<file path="src/stall_detector_consts.svh">
// Offsets, field positions, reset values and counts for the stall detector control
`ifndef STALL_DETECTOR_CONSTS_SVH
`define STALL_DETECTOR_CONSTS_SVH
`define ADDR_COUNTER_CONTROL 8'h01
`define ADDR_STALL_DETECT_CONTROL 8'h02
`define ADDR_FLAGS 8'h03
`define ADDR_COUNT_HIGH 8'h04
`define ADDR_COUNT_LOW 8'h05
`define ADDR_INTEGRATE 8'h08
`define BIT_UNDERFLOW_IRQ_ENABLE 7
`define BIT_RELOAD_MODE 6
`define BIT_READ_LOAD_SELECT 5
`define BIT_PRESCALER 4
`define BIT_FORCE_LOAD 3
`define BIT_COUNTER_ENABLE 2
`define BIT_ACC_OVERFLOW_IRQ_ENABLE 0
`define BIT_RETURN_TO_ZERO_ENABLE 7
`define BIT_CONVERTER_POWER_UP 6
`define BIT_WAIT_MODE_DISABLE 5
`define BIT_UNDERFLOW_FLAG 7
`define BIT_ACC_OVERFLOW_FLAG 0
`define BIT_INTEGRATE_CONTROL 7
`define COUNT_PRESET 16'hFFFF
`define COUNT_ZERO 16'h0000
`define BYTE_ZERO 8'h00
`define PRESCALE_SHORT 10'h03F
`define PRESCALE_LONG 10'h1FF
`define SAMPLE_BASE 7'h07
`define DIV_ZERO 10'h000
`define SAMPLE_ZERO 7'h00
`define CC_STORE_MASK 8'hF5
`define SC_STORE_MASK 8'hE3
`define COUNT_ONE 16'h0001
`define HIGH_BYTE 15:8
`define LOW_BYTE 7:0
`define SAMPLE_SELECT 1:0
`endif

</file>
<file path="src/stall_detector_pkg.sv">
// Types shared by the stall detector control
package stall_detector_pkg;
  typedef struct packed {
    logic [7:0] addr;
    logic [7:0] wdata;
    logic wr;
    logic rd;
  } bus_req_t;
  typedef struct packed {
    logic owned;
    logic recirc_low;
  } coil_ctl_t;
endpackage

</file>
<file path="src/stall_detector_control.sv">
// Stall detector control: modulus down-counter and detector control registers
`timescale 1ns/10ps
`default_nettype none
`include "stall_detector_consts.svh"

module stall_detector_control (
  // Clock and reset
  input wire logic clk,
  input wire logic rst_n,
  // Register port
  input wire stall_detector_pkg::bus_req_t bus,
  output logic [7:0] rdata,
  // System wait and accumulator overflow event
  input wire logic wait_mode,
  input wire logic acc_overflow_event,
  // Outputs to analog and coils
  output logic irq,
  output logic converter_power,
  output logic converter_reset,
  output stall_detector_pkg::coil_ctl_t coil_ctl,
  output logic counter_tick,
  output logic sample_tick,
  output logic [1:0] sample_rate_active
);
  // ----------------------------------------
  // Registers
  // ----------------------------------------
  logic [7:0] counter_control;
  logic [7:0] stall_detect_control;
  logic integrate_control;
  logic underflow_flag;
  logic acc_overflow_flag;
  logic [15:0] count;
  logic [15:0] load_value;
  logic prescale_active;
  logic [9:0] prescale_div;
  logic [6:0] sample_div;
  logic wait_s1;
  logic wait_s2;
  logic ovf_s1;
  logic ovf_s2;
  logic ovf_s3;
  logic wr_cc;
  logic wr_sc;
  logic wr_fl;
  logic wr_hi;
  logic wr_lo;
  logic wr_it;
  logic frozen;
  logic tick;
  logic load_now;
  logic reaching_zero;
  logic reload_at_zero;
  logic underflow_set;
  logic acc_overflow_set;
  logic underflow_pending;
  logic acc_overflow_pending;
  logic sample_period_end;
  // Field views of the control registers
  logic underflow_irq_enable;
  logic reload_mode;
  logic read_load_select;
  logic prescale_select;
  logic counter_enable;
  logic acc_overflow_irq_enable;
  logic return_to_zero_enable;
  logic converter_power_up;
  logic wait_mode_disable;
  logic [9:0] prescale_top;
  logic [6:0] sample_top;
  logic [15:0] next_count;
  logic [7:0] next_rdata;

  assign wr_cc = bus.wr && bus.addr == `ADDR_COUNTER_CONTROL;
  assign wr_sc = bus.wr && bus.addr == `ADDR_STALL_DETECT_CONTROL;
  assign wr_fl = bus.wr && bus.addr == `ADDR_FLAGS;
  assign wr_hi = bus.wr && bus.addr == `ADDR_COUNT_HIGH;
  assign wr_lo = bus.wr && bus.addr == `ADDR_COUNT_LOW;
  assign wr_it = bus.wr && bus.addr == `ADDR_INTEGRATE;

  // ----------------------------------------
  // Control fields
  // ----------------------------------------
  // Unmapped addresses match no strobe, so those writes vanish
  assign underflow_irq_enable = counter_control[`BIT_UNDERFLOW_IRQ_ENABLE];
  assign reload_mode = counter_control[`BIT_RELOAD_MODE];
  assign read_load_select = counter_control[`BIT_READ_LOAD_SELECT];
  assign prescale_select = counter_control[`BIT_PRESCALER];
  assign counter_enable = counter_control[`BIT_COUNTER_ENABLE];
  assign acc_overflow_irq_enable = counter_control[`BIT_ACC_OVERFLOW_IRQ_ENABLE];
  assign return_to_zero_enable = stall_detect_control[`BIT_RETURN_TO_ZERO_ENABLE];
  assign converter_power_up = stall_detect_control[`BIT_CONVERTER_POWER_UP];
  assign wait_mode_disable = stall_detect_control[`BIT_WAIT_MODE_DISABLE];

  // ----------------------------------------
  // Input synchronisers
  // ----------------------------------------
  // Wait level is asynchronous; only the second stage feeds logic
  always_ff @(posedge clk or negedge rst_n) begin
    if (!rst_n) begin
      wait_s1 <= 1'b0;
      wait_s2 <= 1'b0;
    end else begin
      wait_s1 <= wait_mode;
      wait_s2 <= wait_s1;
    end
  end

  // Third stage only remembers the last level for the edge detect
  always_ff @(posedge clk or negedge rst_n) begin
    if (!rst_n) begin
      ovf_s1 <= 1'b0;
      ovf_s2 <= 1'b0;
      ovf_s3 <= 1'b0;
    end else begin
      ovf_s1 <= acc_overflow_event;
      ovf_s2 <= ovf_s1;
      ovf_s3 <= ovf_s2;
    end
  end

  // ----------------------------------------
  // Control registers
  // ----------------------------------------
  // Writable at any time, no lock; force-load and spare bits never store
  always_ff @(posedge clk or negedge rst_n) begin
    if (!rst_n) begin
      counter_control <= `BYTE_ZERO;
    end else if (wr_cc) begin
      counter_control <= bus.wdata & `CC_STORE_MASK;
    end
  end

  // Factory test bit stays zero, so user writes cannot reach test modes
  always_ff @(posedge clk or negedge rst_n) begin
    if (!rst_n) begin
      stall_detect_control <= `BYTE_ZERO;
    end else if (wr_sc) begin
      stall_detect_control <= bus.wdata & `SC_STORE_MASK;
    end
  end

  always_ff @(posedge clk or negedge rst_n) begin
    if (!rst_n) begin
      integrate_control <= 1'b0;
    end else if (wr_it) begin
      integrate_control <= bus.wdata[`BIT_INTEGRATE_CONTROL];
    end
  end

  // ----------------------------------------
  // Prescalers
  // ----------------------------------------
  assign frozen = wait_s2 && wait_mode_disable;
  assign prescale_top = prescale_active ? `PRESCALE_LONG : `PRESCALE_SHORT;
  assign tick = !frozen && prescale_div == prescale_top;
  assign sample_top = 7'((`SAMPLE_BASE + 7'h01) << sample_rate_active) - 7'h01;
  assign sample_period_end = sample_div == sample_top;

  // A load restarts the divider, so the first tick after it is a full period
  always_ff @(posedge clk or negedge rst_n) begin
    if (!rst_n) begin
      prescale_div <= `DIV_ZERO;
    end else if (load_now || tick) begin
      prescale_div <= `DIV_ZERO;
    end else if (!frozen) begin
      prescale_div <= prescale_div + 10'h001;
    end
  end

  // Select latched only while not integrating; a change mid-run would skew the result
  always_ff @(posedge clk or negedge rst_n) begin
    if (!rst_n) begin
      sample_rate_active <= 2'b00;
    end else if (!integrate_control) begin
      sample_rate_active <= stall_detect_control[`SAMPLE_SELECT];
    end
  end

  // Wait freeze leaves the sample divider alone; only the counter prescaler stops
  always_ff @(posedge clk or negedge rst_n) begin
    if (!rst_n) begin
      sample_div <= `SAMPLE_ZERO;
    end else if (!integrate_control || sample_period_end) begin
      sample_div <= `SAMPLE_ZERO;
    end else begin
      sample_div <= sample_div + 7'h01;
    end
  end

  always_ff @(posedge clk or negedge rst_n) begin
    if (!rst_n) begin
      sample_tick <= 1'b0;
    end else begin
      sample_tick <= integrate_control && sample_period_end;
    end
  end

  // ----------------------------------------
  // Modulus down-counter
  // ----------------------------------------
  assign load_now = (wr_cc && bus.wdata[`BIT_FORCE_LOAD]) ||
    ((wr_hi || wr_lo) && !reload_mode);
  assign reaching_zero = tick && count == `COUNT_ONE;
  // A one-shot counter parked at zero is not a load, so no prescaler swap there
  assign reload_at_zero = tick && count == `COUNT_ZERO && reload_mode;

  always_comb begin
    next_count = count;
    if (!counter_enable) begin
      next_count = `COUNT_PRESET;
    end else if (load_now) begin
      next_count = load_value;
      if (wr_hi) next_count[`HIGH_BYTE] = bus.wdata;
      if (wr_lo) next_count[`LOW_BYTE] = bus.wdata;
    end else if (reload_at_zero) begin
      next_count = load_value;
    end else if (tick && count != `COUNT_ZERO) begin
      next_count = count - `COUNT_ONE;
    end
  end

  always_ff @(posedge clk or negedge rst_n) begin
    if (!rst_n) begin
      count <= `COUNT_PRESET;
    end else begin
      count <= next_count;
    end
  end

  // Load register is written in every mode; the counter decides when to take it
  always_ff @(posedge clk or negedge rst_n) begin
    if (!rst_n) begin
      load_value <= `COUNT_ZERO;
    end else begin
      if (wr_hi) load_value[`HIGH_BYTE] <= bus.wdata;
      if (wr_lo) load_value[`LOW_BYTE] <= bus.wdata;
    end
  end

  // Latched only when the load register really reaches the counter
  always_ff @(posedge clk or negedge rst_n) begin
    if (!rst_n) begin
      prescale_active <= 1'b0;
    end else if (counter_enable && (load_now || reload_at_zero)) begin
      prescale_active <= prescale_select;
    end
  end

  always_ff @(posedge clk or negedge rst_n) begin
    if (!rst_n) begin
      counter_tick <= 1'b0;
    end else begin
      counter_tick <= tick;
    end
  end

  // ----------------------------------------
  // Flags and interrupt
  // ----------------------------------------
  // Set wins over a same-cycle clear, so an event is never lost to software
  assign underflow_set = counter_enable && reaching_zero;
  // Edge of the synchronised level; a held overflow raises the flag once
  assign acc_overflow_set = ovf_s2 && !ovf_s3 && integrate_control;

  always_ff @(posedge clk or negedge rst_n) begin
    if (!rst_n) begin
      underflow_flag <= 1'b0;
    end else if (underflow_set) begin
      underflow_flag <= 1'b1;
    end else if (wr_fl && bus.wdata[`BIT_UNDERFLOW_FLAG]) begin
      underflow_flag <= 1'b0;
    end
  end

  always_ff @(posedge clk or negedge rst_n) begin
    if (!rst_n) begin
      acc_overflow_flag <= 1'b0;
    end else if (acc_overflow_set) begin
      acc_overflow_flag <= 1'b1;
    end else if (wr_fl && bus.wdata[`BIT_ACC_OVERFLOW_FLAG]) begin
      acc_overflow_flag <= 1'b0;
    end
  end

  // ----------------------------------------
  // Interrupt
  // ----------------------------------------
  assign underflow_pending = underflow_flag && underflow_irq_enable;
  assign acc_overflow_pending = acc_overflow_flag && acc_overflow_irq_enable;

  always_ff @(posedge clk or negedge rst_n) begin
    if (!rst_n) begin
      irq <= 1'b0;
    end else begin
      irq <= underflow_pending || acc_overflow_pending;
    end
  end

  // ----------------------------------------
  // Analog and coil control
  // ----------------------------------------
  // The converter needs recovery time after power-up; software must wait it out
  always_ff @(posedge clk or negedge rst_n) begin
    if (!rst_n) begin
      converter_power <= 1'b0;
    end else begin
      converter_power <= converter_power_up && !frozen;
    end
  end

  always_ff @(posedge clk or negedge rst_n) begin
    if (!rst_n) begin
      converter_reset <= 1'b1;
    end else begin
      converter_reset <= !integrate_control;
    end
  end

  always_ff @(posedge clk or negedge rst_n) begin
    if (!rst_n) begin
      coil_ctl <= '0;
    end else begin
      coil_ctl.owned <= return_to_zero_enable;
      coil_ctl.recirc_low <= return_to_zero_enable && frozen;
    end
  end

  // ----------------------------------------
  // Read data
  // ----------------------------------------
  always_comb begin
    next_rdata = `BYTE_ZERO;
    unique case (bus.addr)
      `ADDR_COUNTER_CONTROL: next_rdata = counter_control;
      `ADDR_STALL_DETECT_CONTROL: next_rdata = stall_detect_control;
      `ADDR_FLAGS: begin
        next_rdata[`BIT_UNDERFLOW_FLAG] = underflow_flag;
        next_rdata[`BIT_ACC_OVERFLOW_FLAG] = acc_overflow_flag;
      end
      `ADDR_COUNT_HIGH: next_rdata = read_load_select ?
        load_value[`HIGH_BYTE] : count[`HIGH_BYTE];
      `ADDR_COUNT_LOW: next_rdata = read_load_select ?
        load_value[`LOW_BYTE] : count[`LOW_BYTE];
      `ADDR_INTEGRATE: next_rdata[`BIT_INTEGRATE_CONTROL] = integrate_control;
      default: next_rdata = `BYTE_ZERO;
    endcase
  end

  always_ff @(posedge clk or negedge rst_n) begin
    if (!rst_n) begin
      rdata <= `BYTE_ZERO;
    end else begin
      // Data stands one cycle only; idle zero keeps a shared read bus clean
      rdata <= bus.rd ? next_rdata : `BYTE_ZERO;
    end
  end
endmodule // stall_detector_control
`default_nettype wire

</file>
<file path="config.mk">
export PLATFORM = sky130hd
export DESIGN_NAME = stall_detector_control
export DESIGN_NICKNAME = d
export VERILOG_FILES = /design/src/stall_detector_pkg.sv /design/src/stall_detector_control.sv
export VERILOG_INCLUDE_DIRS = /design/src
export SDC_FILE = /design/constraint.sdc
export NUM_CORES = 1
export LEC_CHECK = 0
export BUFFER_PORTS_ARGS = -buffer_cell sky130_fd_sc_hd__buf_2
export CORE_MARGIN = 5
export CORE_UTILIZATION = 51
export CTS_CLUSTER_DIAMETER = 30
export DETAILED_ROUTE_END_ITERATION = 10
export MAX_ROUTING_LAYER = met4
export PLACE_DENSITY = 0.77
export SYNTH_ARGS = -nofsm -noshare
export SYNTH_HDL_FRONTEND = slang
export SYNTH_SLANG_ARGS = --single-unit
export TNS_END_PERCENT = 5
</file>
<file path="constraint.sdc">
create_clock -name clk -period 2.9 [get_ports clk]
set_input_delay 0.58 -clock clk [delete_from_list [all_inputs] [get_ports clk]]
set_output_delay 0.58 -clock clk [all_outputs]
set_load 0.01 [all_outputs]
</file>
==> out/qor.csv, run 1 <==
stage;metric;value;unit
yosys;synthCells;419;
sta;max_slew_margin;55.5;%
yosys;synth_nets;446;
sta;tightest_slew;0.662;ns
sta;hold_viol;0;
detailed_routing;dr.pass1.iters;6;
sta;fmax;0.357;GHz
cells_and_area;n_antenna_cell;0;
worst_setup_path;slowest_stage;or4b_2;
detailed_routing;finalWirelength;11800;um
die;rows;34;
pwr;power;2640;uW
worst_setup_path;critPathCaptureType;register;
sta;rsz0062_at_grt;false;
die;die_h;104;um
cells_and_area;area_growth;13.1;%
cells_and_area;layout-drive-gt1-share;27.6;%
sta;finalCritPeriodShare;96.6;%
placement;hpwl;8800;um
yosys;yosysWarnings;0;
yosys;syn-cell-area;0.00447;mm^2
worst_setup_path;cp_common_cell;buf_4;
die;coreArea;0.00864;mm^2
worst_setup_path;cp_max_fo;10;
clocking;cts_sinks;86;
sta;setup_viol_count_final;0;
global_routing;grt_max_degree;45;
global_routing;grt_pass1_vias;3727;
sta;clock_skew;0.0103;ns
detailed_routing;antenna_left;0;
hold_path;hp-class;in2async;
global_routing;grt_antenna_before_repair;0;
clocking;clock_path_buffers;2;
cells_and_area;fin_nets;500;
yosys;synthFlopType;dfrtp_1;
sta;drv_slew;0;
pwr;cellLeakagePower;0.00224;uW
detailed_routing;via_count;3676;
clocking;htreeDepth;3;
die;fp.dieW;104;um
clocking;cts_buffers;9;
yosys;async_flop_share;100;%
clocking;cts_tree;built;
clocking;clock_latency;0.36;ns
pwr;ir_drop;0.264;mV
pwr;p_per_area;523;mW/mm^2
sta;fin_crit;2.80;ns
placement;place_ws;0.00259;ns
yosys;synth_seq_cells;86;
cells_and_area;post-route-util;58.5;%
clocking;ctsHoldBuffers;0;
worst_setup_path;path_cells;inv_1 -> ha_1 -> or4b_2 -> nor4_4 -> buf_4 -> nand3_4 -> buf_4 -> nand4_1 -> o311ai_1 -> a2bb2oi_1;
yosys;syn_area_per_cell;10.7;um^2
worst_setup_path;crit_family;simple AND/OR/NAND/NOR gates;
worst_setup_path;max_stage_delay;0.66;ns
detailed_routing;wl_per_cell;20.1;um
cells_and_area;final_cell_mix;dfrtp_1 (69), buf_2 (37), nor2_1 (33), nand2_1 (32), buf_4 (22);
yosys;synth_edf_count;0;
placement;place_congestion;0.996;
detailed_routing;initialDrtViolationCount;336;
worst_setup_path;cp.arrival;3.08;ns
clocking;clk_pin_slew_worst_paths;0.09;ns
sta;whs;0.204;ns
worst_setup_path;critPathLaunchType;register;
global_routing;grt_first_pass_wirelength;19700;um
die;pin_count;39;
yosys;yosysUniqueCellTypes;62;
clocking;cts-root-buf;clkbuf_8;
flow_run;maxCapViolCount;0;
cells_and_area;mostFrequentLayoutCell;dfrtp_1;
detailed_routing;via_per_inst;6.27;
worst_setup_path;critPathRequiredTime;3.18;ns
clocking;post_cts_buffers;0;
global_routing;grt_overflow;0;
worst_setup_path;criticalPathCategory;reg2reg;
run_status;outcome;finished clean;
global_routing;grtUsageTotal;23.2;%
die;initial_core_util;51.8;%
placement;io_buffers;38;
detailed_routing;drc;0;
yosys;ys_seq_area_share;48.6;%
worst_setup_path;cp_num_buf_inv;3;
die;dieArea;0.0107;mm^2
sta;finalWorstSetupSlack;0.0984;ns
==> flip-flops by register name, indices dropped and copies added, names as in the netlist, 5 cells and up <==
signal and count:
counter_control 6, count 16, stall_detect_control 5, rdata 8, sample_div 7, prescale_div 10
load_value 16
==> worst register-to-register path, cell delays in order, from the launching register on <==
cell and delay (ns):
dfstp_2 0.41, inv_1 0.13, ha_1 0.20, or4b_2 0.66, nor4_4 0.24, buf_4 0.19, nand3_4 0.17, buf_4 0.22
nand4_1 0.13, o311ai_1 0.17, a2bb2oi_1 0.21
==> where the power goes <==
group	total, uW	leakage, uW	internal, uW	switching [uW]
clock	743	0.0000861	331	412
combinational	440	0.00106	196	244
sequential	1460	0.00109	1330	135
total	2640	0.00224	1850	791
==> routing by layer <==
layer / global-route usage (%) / wire length [um] / vias to the layer above
li1: - / - / 1664
met1: 30.3 / 4980 / 1776
met2: 34.4 / 5390 / 200
met3: 5.97 / 1040 / 36
met4: 9.47 / 385 / 0
met5: - / 0 / -
==> path summary, 6_finish.rpt <==
| path | from | to | slack, ns | cells after the start |
|---|---|---|---|---|
| worst max-delay path | count[1]$_DFFE_PN1P_ | count[7]$_DFFE_PN1P_ | 0.1 | 10 |
| worst min-delay path | rst_n | sample_div[4]$_DFF_PN0_ | 0.20 | 1 |
| worst max register to register | count[1]$_DFFE_PN1P_ | count[7]$_DFFE_PN1P_ | 0.1 | 10 |
| worst min register to register | ovf_s1$_DFF_PN0_ | ovf_s2$_DFF_PN0_ | 0.35 | 0 |
| max in group asynchronous | rst_n | count[14]$_DFFE_PN1P_ | 1.93 | 2 |
| min in group clk | acc_overflow_event | ovf_s1$_DFF_PN0_ | 0.33 | 1 |
==> logic make-up after synthesis <==
family	count (synthesis)	share of synthesized area [%]
xor gates and xnor gates	25	4.90
muxes	42	10.6
AOI/OAI and AO/OA	87	13.7
and+or+nand+nor	147	18.2
DFF	86	48.6
buffers and inverters	27	2.66
adders and majority gates	5	1.40
==> cell type report <==
class / instances / area [um^2]
multi-input combinational: 306 / 2190
inverter: 11 / 41.3
timing repair buffer: 59 / 350
sequential: 86 / 2170
fill: 753 / 3580
clock buffer: 12 / 145
clock inverter: 4 / 22.5
tap: 108 / 135
==> stage by stage <==
step / cell area [um^2] / setup TNS [ns] / instances
finish: 5050 / 0 / 586
floorplan: 4470 / 0 / 419
global route: 5050 / 0 / 586
detailed placement: 4880 / 0 / 570
global placement: 4880 / -0.00145 / 570
CTS: 5050 / 0 / 586
==> cells in the mapped netlist, types with 4 or more instances <==
cell type	count	area [um^2]
mux2_4	5	75.1
a22oi_1	6	45.0
o221ai_1	6	52.6
nor2_1	33	124
nor3_1	5	25.0
nand3_1	16	80.1
nand3b_1	4	30.0
nand4_1	8	50.1
or4_1	4	30.0
dfrtp_1	69	1730
a2bb2oi_1	7	61.3
a21oi_1	10	50.1
xor2_1	13	114
mux2_2	21	236
mux2i_1	16	160
and2_1	5	31.3
nor2b_1	4	25.0
or3_1	9	56.3
o22ai_1	17	106
nor4_1	5	31.3
ha_1	5	62.6
xnor2_1	12	105
inv_1	9	33.8
clkbuf_1	10	37.5
nand2_1	32	120
o21ai_0	17	85.1
dfstp_2	17	447
==> repair_timing <==
action	CTS	global route
pin swaps	0	1
endpoints found under the setup margin	1	1
hold endpoints to repair	0	0
resized for setup	2	1
No activity file was read; power rests on OpenSTA's default activity.
==> run 2: changes to the inputs <==
--- a/config.mk
+++ b/config.mk
@@ -12,7 +12,7 @@
 export CTS_CLUSTER_DIAMETER = 30
 export DETAILED_ROUTE_END_ITERATION = 10
 export MAX_ROUTING_LAYER = met4
-export PLACE_DENSITY = 0.77
+export PLACE_DENSITY = 0.7
 export SYNTH_ARGS = -nofsm -noshare
 export SYNTH_HDL_FRONTEND = slang
 export SYNTH_SLANG_ARGS = --single-unit
==> run 2 against run 1 <==
Sequential power about the same. Global-route usage shrank 0.34 points. Cell count down 0.51%. Worst hold slack worse by 0.011 ns. Register-to-register slack better by 0.12 ns. Largest cell class unchanged.
==> out/qor.csv, run 2 (synthesis results as in run 1) <==
stage;metric;value;unit
cells_and_area;reg.largest.list;count (16), load_value (16), prescale_div (10);
clocking;ctsHoldBuffers;0;
detailed_routing;dr.pass1.iters;5;
clocking;cts_buffers;9;
sta;clock_skew;0.00949;ns
cells_and_area;n_antenna_cell;0;
sta;fmax;0.372;GHz
worst_setup_path;cp_num_buf_inv;2;
cells_and_area;final_cell_mix;dfrtp_1 (69), buf_2 (37), nor2_1 (33), nand2_1 (32), mux2_2 (21);
worst_setup_path;max_stage_delay;0.62;ns
clocking;cts_sinks;86;
flow_run;maxCapViolCount;0;
detailed_routing;wl_per_cell;19.9;um
placement;place_ws;0.213;ns
worst_setup_path;crit_family;simple AND/OR/NAND/NOR gates;
sta;drv_slew;0;
clocking;clock_path_buffers;2;
die;coreArea;0.00864;mm^2
hold_path;hp-class;in2async;
sta;hold_viol;0;
sta;finalCritPeriodShare;92.6;%
detailed_routing;drc;0;
clocking;clk_pin_slew_worst_paths;0.09;ns
die;pin_count;39;
pwr;p_seq_share;52.7;%
worst_setup_path;cp_max_fo;8;
clocking;clock_latency;0.36;ns
run_status;outcome;finished clean;
cells_and_area;layout-drive-gt1-share;27.4;%
pwr;ir_drop;0.236;mV
sta;tightest_slew;0.551;ns
pwr;cellLeakagePower;0.00223;uW
die;die_h;104;um
detailed_routing;finalWirelength;11600;um
pwr;clock_power_share;31.6;%
cells_and_area;fin_nets;497;
clocking;htreeDepth;3;
detailed_routing;via_count;3547;
clocking;cts-root-buf;clkbuf_8;
worst_setup_path;path_cells;inv_1 -> ha_1 -> or4b_2 -> nor4_1 -> nor2_4 -> inv_2 -> nand2_1 -> o221a_2;
die;initial_core_util;51.8;%
sta;rsz0062_at_grt;false;
pwr;p_per_area;546;mW/mm^2
pwr;p_sw_share;30.2;%
cells_and_area;layout.cells.non_filler;583;
sta;tns;0;ns
worst_setup_path;critPathRequiredTime;3.19;ns
placement;place_congestion;0.947;
global_routing;grt_max_degree;44;
pwr;combPwrFrac;15.7;%
worst_setup_path;criticalPathCategory;reg2reg;
cells_and_area;mostFrequentLayoutCell;dfrtp_1;
worst_setup_path;critPathLaunchType;register;
global_routing;grtUsageTotal;22.9;%
sta;setup_viol_count_final;0;
global_routing;grt_antenna_before_repair;0;
detailed_routing;initialDrtViolationCount;212;
sta;finalWorstSetupSlack;0.215;ns
die;rows;34;
cells_and_area;fillers;751;
placement;io_buffers;38;
pwr;p_int;1930;uW
cells_and_area;area_growth;13.4;%
die;dieArea;0.0107;mm^2
worst_setup_path;slowest_stage;or4b_2;
detailed_routing;antenna_left;0;
clocking;post_cts_resized;0;
clocking;post_cts_buffers;0;
placement;hpwl;8530;um
clocking;cts_tree;built;
placement;dp_cells;567;
detailed_routing;via_per_inst;6.08;
worst_setup_path;critPathCaptureType;register;
pwr;switchingPower;836;uW
worst_setup_path;cp.arrival;2.98;ns
global_routing;grt_overflow;0;
global_routing;grt_pass1_vias;3579;
die;fp.dieW;104;um
sta;fin_crit;2.69;ns
sta;max_slew_margin;63.2;%
global_routing;grt_first_pass_wirelength;19200;um
## run 2: changes by cell type in the layout (fill, tap and decap cells not counted), sizes merged
cell | before | now
clkbuf | 12 | 9
clkinv | 3 | 1
inv | 11 | 15
buf | 59 | 56
bufinv | 0 | 1
## run 2: power groups by stage
stage	clock network [uW]	registers, uW	logic [uW]
final	875	1460	434
after global routing	946	1480	498
after detailed placement	0	1470	436
after floorplan	0	1450	311
after CTS	892	1460	438
after global placement	0	1470	420
## run 2: worst paths after layout
| kind | from | end | slack (ns) | depth (start not counted) |
|---|---|---|---|---|
| min in group clk | acc_overflow_event | ovf_s1$_DFF_PN0_ | 0.32 | 1 |
| worst max register to register | count[0]$_DFFE_PN1P_ | count[2]$_DFFE_PN1P_ | 0.21 | 8 |
| worst max-delay path | count[0]$_DFFE_PN1P_ | count[2]$_DFFE_PN1P_ | 0.21 | 8 |
| max in group asynchronous | rst_n | count[4]$_DFFE_PN1P_ | 2.01 | 2 |
| worst min-delay path | rst_n | sample_div[6]$_DFF_PN0_ | 0.19 | 1 |
| worst min register to register | ovf_s1$_DFF_PN0_ | ovf_s2$_DFF_PN0_ | 0.36 | 0 |
## run 2: area by class of cell
cell class,count,area (um^2),share of cell area (%)
sequential,86,2170,42.9
clock inverter,7,77.6,1.53
timing repair buffer,56,340,6.71
inverter,11,41.3,0.815
clock buffer,9,124,2.44
tap,108,135,2.67
multi-input combinational,306,2180,43.0
## run 2: layer usage
layer  vias up  routed length [um]  track usage (%)
met2       124                5400             33.4
met3        24                 767             5.41
li1       1659                   -                -
met5         -                   0                -
met4         0                 264             7.97
met1      1740                5180             31.2
## run 2: worst register-to-register path, stage by stage, from the launching register on
cell and delay, ns:
dfstp_2 0.41, inv_1 0.15, ha_1 0.20, or4b_2 0.62, nor4_1 0.45, nor2_4 0.09
inv_2 0.11, nand2_1 0.24, o221a_2 0.36
## run 2: stage by stage
stage               area, um^2  power, uW  utilization (%)  hold slack [ns]
CTS                       5070       2790             58.7            0.213
detailed placement        4870       1910             56.4            0.338
global placement          4870       1890             56.4            0.334
global route              5070       2920             58.7            0.234
floorplan                 4470       1760                -            0.284
finish                    5070       2770             58.7            0.193
==> run 3: changes to the inputs <==
--- a/config.mk
+++ b/config.mk
@@ -12,7 +12,7 @@
 export CTS_CLUSTER_DIAMETER = 30
 export DETAILED_ROUTE_END_ITERATION = 10
 export MAX_ROUTING_LAYER = met4
-export PLACE_DENSITY = 0.7
+export PLACE_DENSITY_LB_ADDON = 0.05
 export SYNTH_ARGS = -nofsm -noshare
 export SYNTH_HDL_FRONTEND = slang
 export SYNTH_SLANG_ARGS = --single-unit
==> constraint.sdc (replaced) <==
create_clock -name clk -period 2.9 [get_ports clk]
set_input_delay 0.58 -clock clk [delete_from_list [all_inputs] [get_ports clk]]
set_output_delay 0.58 -clock clk [all_outputs]
set_load 0.05 [all_outputs]
==> run 3 against run 2 <==
Die area unchanged. Worst hold slack improved by 0.010 ns. Wire length up 0.29%. Clock skew hardly changed. Clock power decreased by 11%. Global-route usage fell by 0.36 points. Sequential power about the same. Final area down 0.37%. Sequential share of layout area grew 0.16 points. Largest power group unchanged.
==> out/qor.csv, run 3 (synthesis results as in run 1) <==
stage;metric;value;unit
run_status;outcome;finished clean;
sta;fin_crit;2.64;ns
sta;max_slew_margin;51.5;%
worst_setup_path;critPathLaunchType;register;
clocking;clock_path_buffers;2;
pwr;combPwrFrac;17.1;%
placement;place_congestion;0.943;
detailed_routing;dr.pass1.iters;5;
pwr;clock_power_share;28.8;%
sta;setup_viol_count_final;0;
worst_setup_path;critPathCaptureType;register;
global_routing;grtUsageMet2;33.4;%
sta;fmax;0.379;GHz
die;fp.dieW;104;um
clocking;cts_tree;built;
clocking;clk_pin_slew_worst_paths;0.09;ns
placement;hpwl;8580;um
cells_and_area;n_antenna_cell;0;
sta;drv_slew;0;
clocking;cts_sinks;86;
sta;rsz0062_at_grt;false;
global_routing;grt_pass1_vias;3539;
cells_and_area;reg.largest.list;count (16), load_value (16), prescale_div (10);
cells_and_area;fin_nets;498;
worst_setup_path;slowest_stage;a2111o_1;
clocking;clock_latency;0.36;ns
detailed_routing;initialDrtViolationCount;268;
detailed_routing;drc;0;
sta;clock_skew;0.00979;ns
pwr;switchingPower;833;uW
global_routing;grt_overflow;0;
global_routing;grt_use_met3;5.35;%
cells_and_area;fillers;763;
hold_path;hp-class;in2async;
worst_setup_path;critPathRequiredTime;3.15;ns
pwr;ir_drop;0.227;mV
global_routing;grt_max_degree;45;
detailed_routing;finalWirelength;11600;um
worst_setup_path;rr_worst_depth;7;
cells_and_area;area_growth;13.0;%
detailed_routing;wl_per_cell;19.9;um
global_routing;grtUsageTotal;22.5;%
global_routing;grtUsageMet1;29.7;%
die;rows;34;
placement;io_buffers;38;
sta;whs;0.203;ns
die;dieArea;0.0107;mm^2
sta;hold_viol;0;
clocking;post_cts_buffers;0;
sta;finalWorstSetupSlack;0.265;ns
pwr;p_seq_share;54.1;%
clocking;ctsHoldBuffers;0;
cells_and_area;multiInputGateArea;0.00218;mm^2
global_routing;grt_first_pass_wirelength;18900;um
pwr;p_sw_share;30.9;%
pwr;cellLeakagePower;0.00222;uW
worst_setup_path;criticalPathCategory;reg2reg;
worst_setup_path;max_stage_delay;0.59;ns
cells_and_area;mostFrequentLayoutCell;dfrtp_1;
cells_and_area;layout-drive-gt1-share;27.1;%
global_routing;busiest_layer;met2;
worst_setup_path;cp_max_fo;11;
die;die_h;104;um
sta;finalCritPeriodShare;90.9;%
die;initial_core_util;51.8;%
clocking;cts-root-buf;clkbuf_8;
die;pin_count;39;
flow_run;maxCapViolCount;0;
detailed_routing;antenna_left;0;
pwr;p_int;1860;uW
cells_and_area;regArea;0.00217;mm^2
pwr;p_per_area;534;mW/mm^2
global_routing;grt_antenna_before_repair;0;
cells_and_area;final_cell_mix;dfrtp_1 (69), buf_2 (37), nor2_1 (33), nand2_1 (32), mux2_2 (21);
sta;tns;0;ns
placement;place_ws;0.216;ns
die;coreArea;0.00864;mm^2
clocking;cts_buffers;9;
sta;tightest_slew;0.728;ns
clocking;post_cts_resized;0;
detailed_routing;via_count;3599;
worst_setup_path;path_cells;or4_1 -> a2111o_1 -> inv_2 -> nand3_4 -> nand2_4 -> nand2_1 -> mux2_2;
detailed_routing;via_per_inst;6.16;
worst_setup_path;cp.arrival;2.89;ns
clocking;htreeDepth;3;
==> run 3: cell count changes in the layout (fill, tap and decap cells not counted) <==
cell / change
clkbuf_1: +2
inv_6: -2
buf_4: +1
bufinv_16: -1
clkbuf_8: +1
==> run 3: area by class of cell <==
cell class | instances | share of cell area (%)
clock buffer | 12 | 2.87
clock inverter | 4 | 0.595
inverter | 11 | 0.818
multi-input combinational | 306 | 43.1
sequential | 86 | 43.0
tap | 108 | 2.68
timing repair buffer | 57 | 6.89
==> run 3: stage by stage <==
stage | instance area [um^2] | cells | utilization (%) | power, uW
after floorplan | 4470 | 419 | - | 1790
after global placement | 4870 | 568 | 56.4 | 1920
after detailed placement | 4870 | 568 | 56.4 | 1940
after CTS | 5050 | 584 | 58.5 | 2730
after global routing | 5050 | 584 | 58.5 | 2850
final | 5050 | 584 | 58.5 | 2690
==> run 3: layer usage <==
layer / up-vias / part of all wire [%]
met5: - / 0
met4: 0 / 2.7
met3: 26 / 6.3
met2: 121 / 47
met1: 1792 / 44
li1: 1660 / -
==> run 3: path summary, 6_finish.rpt <==
path | slack [ns] | endpoint | from
max | 0.26 | prescale_active$_DFFE_PN0P_ | prescale_div[6]$_DFFE_PN0P_
min | 0.20 | sample_div[6]$_DFF_PN0_ | rst_n
max reg2reg | 0.26 | prescale_active$_DFFE_PN0P_ | prescale_div[6]$_DFFE_PN0P_
min reg2reg | 0.36 | ovf_s2$_DFF_PN0_ | ovf_s1$_DFF_PN0_
max in group asynchronous | 2.01 | count[2]$_DFFE_PN1P_ | rst_n
min in group clk | 0.32 | ovf_s1$_DFF_PN0_ | acc_overflow_event
==> run 3: power by group through the flow <==
stage	registers, uW	logic [uW]	clock network [uW]
2_1_floorplan	1470	311	0
3_3_place_gp	1470	450	0
3_5_place_dp	1480	462	0
4_1_cts	1460	464	810
5_1_grt	1480	524	853
6_report	1460	460	777
==> run 3: critical path: cells and delay by family, from the launching register on <==
family          cells  cell delay, ns
simple gates        4            1.01
flops               1            0.44
compound gates      1            0.59
buf+inv             1            0.19
mux                 1            0.28
